<file path="src/hw/xcr_pkg.sv">
// Purpose: Shared constants and carriers for the external data move router
// Assumes: One 10 MHz clock that stands for the oscillator, APB register access
// Notes:   Offsets, bit positions, reset values and cycle counts live here
package xcr_pkg;

    // Clock and timing
    localparam int          CLK_PERIOD_NS      = 100;
    localparam int          ALE_PERIOD_OSC     = 6;
    localparam logic [2:0]  ALE_PERIOD_CYC     = 3'(ALE_PERIOD_OSC);
    localparam int          STROBE_NS          = 300;
    localparam logic [3:0]  STROBE_CYC         = 4'((STROBE_NS + CLK_PERIOD_NS - 1) / CLK_PERIOD_NS);

    // Lower boundary of the on-chip area
    localparam logic [15:0] ONCHIP_LOW_ADDR    = 16'hF600;
    localparam logic [7:0]  ONCHIP_LOW_PAGE    = 8'hF6;

    // Register map (byte addresses)
    localparam logic [11:0] SYSCTL_OFFSET      = 12'h000;
    localparam logic [11:0] STATUS_OFFSET      = 12'h004;
    localparam logic [11:0] EXT_COUNT_OFFSET   = 12'h008;
    localparam logic [11:0] ONCHIP_COUNT_OFFSET = 12'h00C;

    // system_control fields
    localparam int          ON_CHIP_DATA_RAM_ACCESS_DISABLE_BIT = 0;
    localparam int          ON_CHIP_DATA_RAM_VISIBLE_ACCESS_BIT = 1;
    localparam int          ALE_OFF_BIT        = 2;
    localparam logic [7:0]  SYSCTL_RESET       = 8'h01;

    // status fields
    localparam int          STAT_EA_BIT        = 0;
    localparam int          STAT_FETCH_EXT_BIT = 1;
    localparam int          STAT_BUSY_BIT      = 2;
    localparam int          STAT_LAST_ONCHIP_BIT = 3;

    typedef enum logic [1:0] {
        XCR_IDLE   = 2'b00,
        XCR_ADDR   = 2'b01,
        XCR_STROBE = 2'b10,
        XCR_DONE   = 2'b11
    } xcr_state_t;

    // External data move request from the core
    typedef struct packed {
        logic        valid;
        logic        write;
        logic        indirect;
        logic [15:0] data_pointer;
        logic [7:0]  external_page_register;
        logic [7:0]  indirect_index_register;
        logic [7:0]  wdata;
    } xcr_req_t;

    typedef struct packed {
        logic        done;
        logic [7:0]  rdata;
    } xcr_resp_t;

    // Access to on-chip RAM and CAN register area
    typedef struct packed {
        logic        sel;
        logic        write;
        logic [15:0] addr;
        logic [7:0]  wdata;
    } xcr_onchip_t;

    // Routing decision for one access
    typedef struct packed {
        logic        use_onchip;
        logic        p0_bus;
        logic        p2_bus;
        logic        strobe;
    } xcr_route_t;

endpackage : xcr_pkg

</file>
<file path="src/hw/xcr_router.sv">
// Contract
// - On-chip RAM sits at top of external data space, reached only by data moves.
// - CAN register and data bytes sit inside the external data address area.
// - Access-disable bit at 0 enables on-chip RAM and CAN accesses.
// - Access-disable resets to 1; then every data move uses the external bus.
// - Once cleared, access-disable cannot be set by software; only reset sets it.
// - Visible-access 0 keeps read and write strobes idle for on-chip hits.
// - Visible-access 1 drives ports 0 and 2 and strobes for on-chip hits.
// - Visible-access has no effect out of range or when access is disabled.
// - Pointer moves below range always use external memory, ports as bus, strobes on.
// - Indirect moves compare page register; port 0 bus, port 2 stays I/O.
// - Setting 00 in range: on-chip, strobes idle, ports bus only with pin low.
// - Setting 10 in range pointer move: on-chip, ports as bus, strobes active.
// - Setting X1 in range: external memory, ports bus, strobes active.
// - Address latch pulses every six oscillator periods, skipped during data moves.
// - Address latch may be switched off while executing from internal memory.
// - External-access pin high fetches internal ROM, low fetches external memory.
// - Protected variant captures external-access pin at reset and keeps it; the capture takes the synchroniser's reset value 1, so ea_held stays 1.
// - Port 0 multiplexes low address and data, driving ones strongly.
//
// Purpose: Routes external data moves to on-chip RAM/CAN or the multiplexed bus
// Assumes: clk_i is the oscillator; pins pass a two-stage synchroniser
// Notes:   APB slave answers with zero wait states
`timescale 1ns/1ps
`default_nettype none

module xcr_router
    import xcr_pkg::*;
#(
    parameter logic [15:0] LOW_ADDR      = ONCHIP_LOW_ADDR,
    parameter logic [7:0]  LOW_PAGE      = ONCHIP_LOW_PAGE,
    parameter bit          ROM_PROTECTED = 1'b0
)
(
    input  wire logic        clk_i,
    input  wire logic        arst_n_i,
    // APB slave
    input  wire logic        psel_i,
    input  wire logic        penable_i,
    input  wire logic        pwrite_i,
    input  wire logic [11:0] paddr_i,
    input  wire logic [31:0] pwdata_i,
    output logic      [31:0] prdata_o,
    output logic             pready_o,
    output logic             pslverr_o,
    // Core side
    input  wire xcr_req_t    req_i,
    output xcr_resp_t        resp_o,
    output logic             busy_o,
    output logic             fetch_external_o,
    // On-chip RAM and CAN area
    output xcr_onchip_t      onchip_o,
    input  wire logic [7:0]  onchip_rdata_i,
    // Port latches for general I/O use
    input  wire logic [7:0]  p0_latch_i,
    input  wire logic [7:0]  p2_latch_i,
    // Pins
    input  wire logic        external_access_pin_i,
    input  wire logic [7:0]  low_address_data_port_i,
    output logic      [7:0]  low_address_data_port_o,
    output logic      [7:0]  low_address_data_port_oe_o,
    output logic      [7:0]  high_address_port_o,
    output logic      [7:0]  high_address_port_oe_o,
    output logic             rd_n_o,
    output logic             wr_n_o,
    output logic             ale_o
);

    logic [7:0]  system_control;
    logic [1:0]  ea_sync;
    logic        ea_held;
    logic        ea_captured;
    logic        ea_eff;
    logic [7:0]  p0_sync1;
    logic [7:0]  p0_sync2;
    logic [2:0]  ale_cnt;
    logic        ale_tick;
    xcr_state_t  state;
    logic [3:0]  phase_cnt;
    xcr_req_t    cur;
    xcr_route_t  cur_route;
    xcr_route_t  new_route;
    logic        last_onchip;
    logic [15:0] ext_count;
    logic [15:0] onchip_count;
    logic        apb_wr;
    logic        apb_rd_hit;
    logic [7:0]  next_ctrl;

    // Decides port, strobe and target use for one access
    function automatic xcr_route_t route_decode(
        input logic [7:0]  ctrl,
        input logic        ea,
        input xcr_req_t    r
    );
        xcr_route_t rt;
        logic       in_range;
        rt       = '0;
        in_range = r.indirect ? (r.external_page_register >= LOW_PAGE)
                              : (r.data_pointer >= LOW_ADDR);
        if (!in_range || ctrl[ON_CHIP_DATA_RAM_ACCESS_DISABLE_BIT])
        begin
            rt.use_onchip = 1'b0;
            rt.p0_bus     = 1'b1;
            rt.p2_bus     = ~r.indirect;
            rt.strobe     = 1'b1;
        end
        else if (ctrl[ON_CHIP_DATA_RAM_VISIBLE_ACCESS_BIT])
        begin
            rt.use_onchip = 1'b1;
            rt.p0_bus     = 1'b1;
            rt.p2_bus     = ~r.indirect;
            rt.strobe     = 1'b1;
        end
        else
        begin
            rt.use_onchip = 1'b1;
            rt.p0_bus     = ~ea;
            rt.p2_bus     = ~ea & ~r.indirect;
            rt.strobe     = 1'b0;
        end
        return rt;
    endfunction : route_decode

    // External-access pin synchroniser
    always_ff @(posedge clk_i or negedge arst_n_i)
    begin
        if (!arst_n_i)
            ea_sync <= 2'b11;
        else
            ea_sync <= {ea_sync[0], external_access_pin_i};
    end

    // Strap capture right after reset release
    always_ff @(posedge clk_i or negedge arst_n_i)
    begin
        if (!arst_n_i)
        begin
            ea_captured <= 1'b0;
            ea_held     <= 1'b1;
        end
        else if (!ea_captured)
        begin
            ea_captured <= 1'b1;
            ea_held     <= ea_sync[1];
        end
    end

    assign ea_eff           = ROM_PROTECTED ? ea_held : ea_sync[1];
    assign fetch_external_o = ~ea_eff;

    // Port 0 input synchroniser
    always_ff @(posedge clk_i or negedge arst_n_i)
    begin
        if (!arst_n_i)
        begin
            p0_sync1 <= 8'h00;
            p0_sync2 <= 8'h00;
        end
        else
        begin
            p0_sync1 <= low_address_data_port_i;
            p0_sync2 <= p0_sync1;
        end
    end

    // APB register access
    assign pready_o   = 1'b1;
    assign apb_wr     = psel_i & penable_i & pwrite_i;
    assign apb_rd_hit = (paddr_i == SYSCTL_OFFSET) || (paddr_i == STATUS_OFFSET)
                     || (paddr_i == EXT_COUNT_OFFSET) || (paddr_i == ONCHIP_COUNT_OFFSET);
    assign pslverr_o  = psel_i & penable_i & ~apb_rd_hit;

    always_comb
    begin
        next_ctrl = system_control;
        next_ctrl[ON_CHIP_DATA_RAM_VISIBLE_ACCESS_BIT] = pwdata_i[ON_CHIP_DATA_RAM_VISIBLE_ACCESS_BIT];
        next_ctrl[ALE_OFF_BIT]             = pwdata_i[ALE_OFF_BIT];
        next_ctrl[ON_CHIP_DATA_RAM_ACCESS_DISABLE_BIT] = system_control[ON_CHIP_DATA_RAM_ACCESS_DISABLE_BIT]
                                           & pwdata_i[ON_CHIP_DATA_RAM_ACCESS_DISABLE_BIT];
    end

    always_ff @(posedge clk_i or negedge arst_n_i)
    begin
        if (!arst_n_i)
            system_control <= SYSCTL_RESET;
        else if (apb_wr && paddr_i == SYSCTL_OFFSET)
            system_control <= next_ctrl;
    end

    always_comb
    begin
        prdata_o = 32'h0000_0000;
        case (paddr_i)
            SYSCTL_OFFSET:
                prdata_o = {24'h00_0000, 5'h00, system_control[2:0]};
            STATUS_OFFSET:
            begin
                prdata_o[STAT_EA_BIT]          = ea_eff;
                prdata_o[STAT_FETCH_EXT_BIT]   = ~ea_eff;
                prdata_o[STAT_BUSY_BIT]        = busy_o;
                prdata_o[STAT_LAST_ONCHIP_BIT] = last_onchip;
            end
            EXT_COUNT_OFFSET:
                prdata_o = {16'h0000, ext_count};
            ONCHIP_COUNT_OFFSET:
                prdata_o = {16'h0000, onchip_count};
            default:
                prdata_o = 32'h0000_0000;
        endcase
    end

    // Address latch rhythm
    always_ff @(posedge clk_i or negedge arst_n_i)
    begin
        if (!arst_n_i)
            ale_cnt <= 3'h0;
        else if (ale_cnt == ALE_PERIOD_CYC - 3'h1)
            ale_cnt <= 3'h0;
        else
            ale_cnt <= ale_cnt + 3'h1;
    end

    assign ale_tick = (ale_cnt == 3'h0);

    always_ff @(posedge clk_i or negedge arst_n_i)
    begin
        if (!arst_n_i)
            ale_o <= 1'b0;
        else if (state == XCR_IDLE && req_i.valid)
            ale_o <= new_route.p0_bus;
        else if (state != XCR_IDLE)
            ale_o <= 1'b0;
        else if (system_control[ALE_OFF_BIT] && ea_eff)
            ale_o <= 1'b0;
        else
            ale_o <= ale_tick;
    end

    // Data move sequencer
    assign new_route = route_decode(system_control, ea_eff, req_i);
    assign busy_o    = (state != XCR_IDLE);

    always_ff @(posedge clk_i or negedge arst_n_i)
    begin
        if (!arst_n_i)
        begin
            state     <= XCR_IDLE;
            phase_cnt <= 4'h0;
        end
        else
        begin
            case (state)
                XCR_IDLE:
                    if (req_i.valid)
                        state <= XCR_ADDR;
                XCR_ADDR:
                begin
                    state     <= XCR_STROBE;
                    phase_cnt <= STROBE_CYC - 4'h1;
                end
                XCR_STROBE:
                    if (phase_cnt == 4'h0)
                        state <= XCR_DONE;
                    else
                        phase_cnt <= phase_cnt - 4'h1;
                XCR_DONE:
                    state <= XCR_IDLE;
                default:
                    state <= XCR_IDLE;
            endcase
        end
    end

    always_ff @(posedge clk_i or negedge arst_n_i)
    begin
        if (!arst_n_i)
        begin
            cur       <= '0;
            cur_route <= '0;
        end
        else if (state == XCR_IDLE && req_i.valid)
        begin
            cur       <= req_i;
            cur_route <= new_route;
        end
    end

    // Access statistics and last target
    always_ff @(posedge clk_i or negedge arst_n_i)
    begin
        if (!arst_n_i)
        begin
            ext_count    <= 16'h0000;
            onchip_count <= 16'h0000;
            last_onchip  <= 1'b0;
        end
        else if (state == XCR_DONE)
        begin
            last_onchip <= cur_route.use_onchip;
            if (cur_route.use_onchip)
                onchip_count <= onchip_count + 16'h0001;
            else
                ext_count <= ext_count + 16'h0001;
        end
    end

    // On-chip target strobe, one cycle in the first strobe phase
    always_ff @(posedge clk_i or negedge arst_n_i)
    begin
        if (!arst_n_i)
            onchip_o <= '0;
        else
        begin
            onchip_o.sel   <= (state == XCR_ADDR) && cur_route.use_onchip;
            onchip_o.write <= cur.write;
            onchip_o.addr  <= cur.indirect ? {cur.external_page_register, cur.indirect_index_register}
                                           : cur.data_pointer;
            onchip_o.wdata <= cur.wdata;
        end
    end

    // Read data and completion
    always_ff @(posedge clk_i or negedge arst_n_i)
    begin
        if (!arst_n_i)
            resp_o <= '0;
        else
        begin
            resp_o.done <= (state == XCR_DONE);
            if (state == XCR_DONE && !cur.write)
                resp_o.rdata <= cur_route.use_onchip ? onchip_rdata_i : p0_sync2;
        end
    end

    // Strobes
    always_ff @(posedge clk_i or negedge arst_n_i)
    begin
        if (!arst_n_i)
        begin
            rd_n_o <= 1'b1;
            wr_n_o <= 1'b1;
        end
        else
        begin
            rd_n_o <= ~((state == XCR_ADDR || (state == XCR_STROBE && phase_cnt != 4'h0))
                        && cur_route.strobe && !cur.write);
            wr_n_o <= ~((state == XCR_ADDR || (state == XCR_STROBE && phase_cnt != 4'h0))
                        && cur_route.strobe && cur.write);
        end
    end

    // Port drive
    always_ff @(posedge clk_i or negedge arst_n_i)
    begin
        if (!arst_n_i)
        begin
            low_address_data_port_o    <= 8'h00;
            low_address_data_port_oe_o <= 8'h00;
            high_address_port_o        <= 8'h00;
            high_address_port_oe_o     <= 8'h00;
        end
        else
        begin
            low_address_data_port_o    <= 8'h00;
            low_address_data_port_oe_o <= ~p0_latch_i;
            high_address_port_o        <= p2_latch_i;
            high_address_port_oe_o     <= 8'hFF;
            if (state == XCR_IDLE && req_i.valid && new_route.p0_bus)
            begin
                low_address_data_port_o    <= req_i.indirect ? req_i.indirect_index_register
                                                             : req_i.data_pointer[7:0];
                low_address_data_port_oe_o <= 8'hFF;
            end
            else if ((state == XCR_ADDR || state == XCR_STROBE) && cur_route.p0_bus)
            begin
                low_address_data_port_o    <= cur.write ? cur.wdata : onchip_rdata_i;
                low_address_data_port_oe_o <= (cur.write || cur_route.use_onchip) ? 8'hFF : 8'h00;
            end
            if (state == XCR_IDLE && req_i.valid && new_route.p2_bus)
                high_address_port_o <= req_i.data_pointer[15:8];
            else if (state != XCR_IDLE && state != XCR_DONE && cur_route.p2_bus)
                high_address_port_o <= cur.data_pointer[15:8];
        end
    end

endmodule : xcr_router

`default_nettype wire
</file>
<file path="config.mk">
export PLATFORM = sky130hd
export DESIGN_NAME = xcr_router
export DESIGN_NICKNAME = d
export VERILOG_FILES = /design/src/hw/xcr_pkg.sv /design/src/hw/xcr_router.sv
export SDC_FILE = /design/constraint.sdc
export NUM_CORES = 1
export LEC_CHECK = 0
export BUFFER_PORTS_ARGS = -buffer_cell sky130_fd_sc_hd__buf_2
export CAP_MARGIN = 20
export CORE_ASPECT_RATIO = 1.75
export CORE_MARGIN = 10
export CORE_UTILIZATION = 55
export DETAILED_ROUTE_END_ITERATION = 8
export HOLD_SLACK_MARGIN = 0.02
export PLACE_DENSITY_LB_ADDON = 0.15
export RECOVER_POWER = 50
export SKIP_LAST_GASP = 1
export SYNTH_ARGS = -nofsm -noshare
export SYNTH_HDL_FRONTEND = slang
export SYNTH_SLANG_ARGS = --single-unit
</file>
<file path="constraint.sdc">
create_clock -name clk_i -period 5.4 [get_ports clk_i]
set_input_delay 0.81 -clock clk_i [delete_from_list [all_inputs] [get_ports clk_i]]
set_output_delay 0.81 -clock clk_i [all_outputs]
set_load 0.05 [all_outputs]
</file>
==> results.yml <==
floorplanning:
  die_w_um: 107
  initial_core_util_pct: 56.6
  die_h_um: 173
  core_sq_mm: 0.0130
  rows: 55
  ioPinCount: 231
  die_area_sq_mm: 0.0186
timing:
  fin_tns_setup_ns: 0
  timing.fmax_mhz: 310
  worst_slack_ns: 2.18
  slew_violations: 122
  setup_viol: 0
  finalClockSkew_ns: 0.0130
  min_period_ns: 3.22
  rsz0062_at_grt: "false"
  tightest_slew_ns: 2.46
  hold_viol: 0
  maxSlewHeadroom_pct: -63.8
  finalCritPeriodShare_pct: 59.7
pwr:
  irDropWorstVdd_mv: 0.350
  p_leak_uw: 0.00433
  power_density_mw_per_mm2: 588
outcome:
  status: "finished with violations"
  violations: "capacitance limit, slew limit"
cts:
  htree_num_levels: 4
  clkSinkCount: 172
  post_cts_resize_count: 0
  holdBufCountCts: 0
  cts_setup_buffers: 0
  cts_tree: "yes"
  cts_buffers: 17
  clock_path_buffers: 2
  cts_root_buffer: "clkbuf_16"
  insertion_delay_ns: 0.42
  clk_pin_slew_worst_paths_ns: 0.07
global_routing:
  grt_pass1_vias: 5590
  grt_antenna_before_repair: 4
  grt_max_degree: 87
  grt_pass1_wl_um: 29600
  track_usage_pct: 20.3
  grt-ovfl-total: 0
logic_synthesis:
  yosysTopAreaCellShare_pct: 56.7
  synth_top_family_by_area: "multiplexers"
  ys_seq_area_share_pct: 58.5
  ys_warn_count: 0
  synth-simple-area-share_pct: 9.80
  synth_seq_cells: 172
  synth-edff-count: 0
  yosysTopAreaCell: "dfrtp_1"
  async_reset_ff_share_pct: 100
  yosys_most_used_dff: "dfrtp_1"
  ys_top_cells_by_count: "dfrtp_1 (167), mux2_1 (69), mux2i_1 (46)"
  syn_area_sq_mm: 0.00737
  synth_compound_area_share_pct: 4.35
  synthXorXnorAreaFrac_pct: 3.57
  synth.most_common_cell: "dfrtp_1"
  synth_mux_area_share_pct: 17.9
  ys_types: 50
  avgSynthCellArea_sq_um: 12.6
  syn_inst: 584
  synthAdderAreaFrac_pct: 1.36
  synthTopCellsByArea: "dfrtp_1 (57%), mux2_1 (11%), mux2i_1 (6.3%)"
placed_design:
  pre_cts_ws_ns: 2.29
  hpwlAfterDp_um: 14100
  portBuffers: 184
  gp_congestion: 0.852
cells_and_area:
  nNetsFinal: 897
  areaGrowthSynthToFinish_pct: 21.1
  drive_gt1_share_pct: 29.9
critical_path:
  crit_path_end_kind: "async pin"
  critPathSlowestCell: "clkbuf_1"
  cpLargestDelayFamily: "buffers and inverters"
  critPathKind: "input port to async pin"
  worstPathCellList: "buf_6, clkbuf_1"
  start_kind: "input port"
  critPathMaxStageDelay_ns: 1.81
  crit_fanout: 86
  crit_arrival_ns: 3.23
  worst-path-buf-inv: 2
  required_ns: 5.41
routing:
  drc: 0
  drt_iter0_markers: 190
  drtAntennaViolNets: 0
  drt-vias-per-instance: 5.35
  num_vias: 5092
  routed_wl_um: 18500
  drt_first_pass_iters: 4
  wl_per_cell_um: 19.5
hold_path:
  hp-class: "flop to flop"
run:
  cap_violations: 3
layer usage:
layer | up-vias | track usage [%] | part of all wire, %
met3 | 35 | 6.40 | 6.1
met4 | 2 | 8.61 | 3.2
met5 | - | 0 | 0.043
met2 | 175 | 37.0 | 56
li1 | 2337 | - | -
met1 | 2543 | 20.1 | 34
power breakdown:
| group | switching (uW) | internal (uW) |
|---|---|---|
| clock network | 559 | 631 |
| registers | 274 | 1740 |
| logic | 1430 | 608 |
final timing paths:
check / start / endpoint / slack (ns) / depth (start not counted)
min in group asynchronous: arst_n_i / onchip_count[7] / 0.44 / 1
worst min-delay path: p0_sync1[2] / p0_sync2[2] / 0.36 / 0
max in group clk_i: paddr_i[11] / prdata_o[12] / 2.33 / 5
worst max register to register: state[0] / high_address_port_o[6] / 2.49 / 7
worst max-delay path: arst_n_i / cur[36] / 2.18 / 2
worst min register to register: p0_sync1[2] / p0_sync2[2] / 0.36 / 0
final cells by class:
type / count / area [sq um]
Sequential cell: 172 / 4310
Fill cell: 1001 / 4090
Multi-Input combinational cell: 371 / 2800
Timing Repair Buffer: 188 / 942
Clock buffer: 18 / 439
Tap cell: 171 / 214
Clock inverter: 14 / 149
Inverter: 14 / 52.6
Antenna cell: 3 / 7.51
cells in the final DEF, fill, tap and decap left out, types with 3 or more instances in the layout:
cell type and count:
ha_1 8, nor2_1 36, a21oi_1 21, mux2i_1 46, inv_1 12, buf_2 183, nand2_1 43, or2_1 8
dfstp_2 5, nor3_1 8, diode_2 3, o21ai_0 12, clkbuf_1 4, conb_1 18, clkbuf_16 17, and3_1 4
xor2_1 12, nor4_1 5, and4_1 3, inv_6 5, clkinv_8 3, nor2b_1 4, inv_8 3, o21ai_1 3
mux2_1 69, dfrtp_1 167, nand3_1 12, nand4_1 11, xnor2_1 18
flip-flops by register name (all words and copies together), names as in the netlist, 3 cells and up:
| register | count |
|---|---|
| resp_o | 9 |
| low_address_data_port_o | 8 |
| cur_route | 4 |
| onchip_o | 26 |
| low_address_data_port_oe_o | 8 |
| cur | 42 |
| p0_sync1 | 8 |
| onchip_count | 16 |
| ale_cnt | 3 |
| p0_sync2 | 8 |
| high_address_port_o | 8 |
| ext_count | 16 |
| system_control | 3 |
| phase_cnt | 4 |
through the flow:
step / cells / area [sq um] / util [%] / total power [uW] / hold WS [ns]
5_1_grt: 950 / 8920 / 68.6 / 5520 / 0.367
4_1_cts: 948 / 8930 / 68.6 / 5310 / 0.358
3_3_place_gp: 916 / 8340 / 64.1 / 4020 / 0.333
2_1_floorplan: 600 / 7430 / - / 3530 / 0.331
6_report: 951 / 8920 / 68.6 / 5240 / 0.358
3_5_place_dp: 916 / 8340 / 64.1 / 4110 / 0.338
logic make-up (layout without fill, tap and decap cells):
| kind of cell | Yosys count | after routing |
|---|---|---|
| other cells | 2 | 21 |
| xor+xnor | 30 | 30 |
| fa+ha+maj | 8 | 8 |
| buf+inv | 57 | 234 |
| mux | 119 | 119 |
| flops | 172 | 172 |
| simple gates | 146 | 146 |
| compound gates | 50 | 50 |
worst register-to-register path, stage by stage, from the launching register on:
cell and delay, ns:
dfrtp_1 0.42, inv_1 0.12, ha_1 0.23, and2_1 0.14, clkbuf_1 0.99, o311ai_4 0.53
nor2_1 0.24, a21oi_1 0.07
Note: power is estimated with default switching activity, not from simulation.
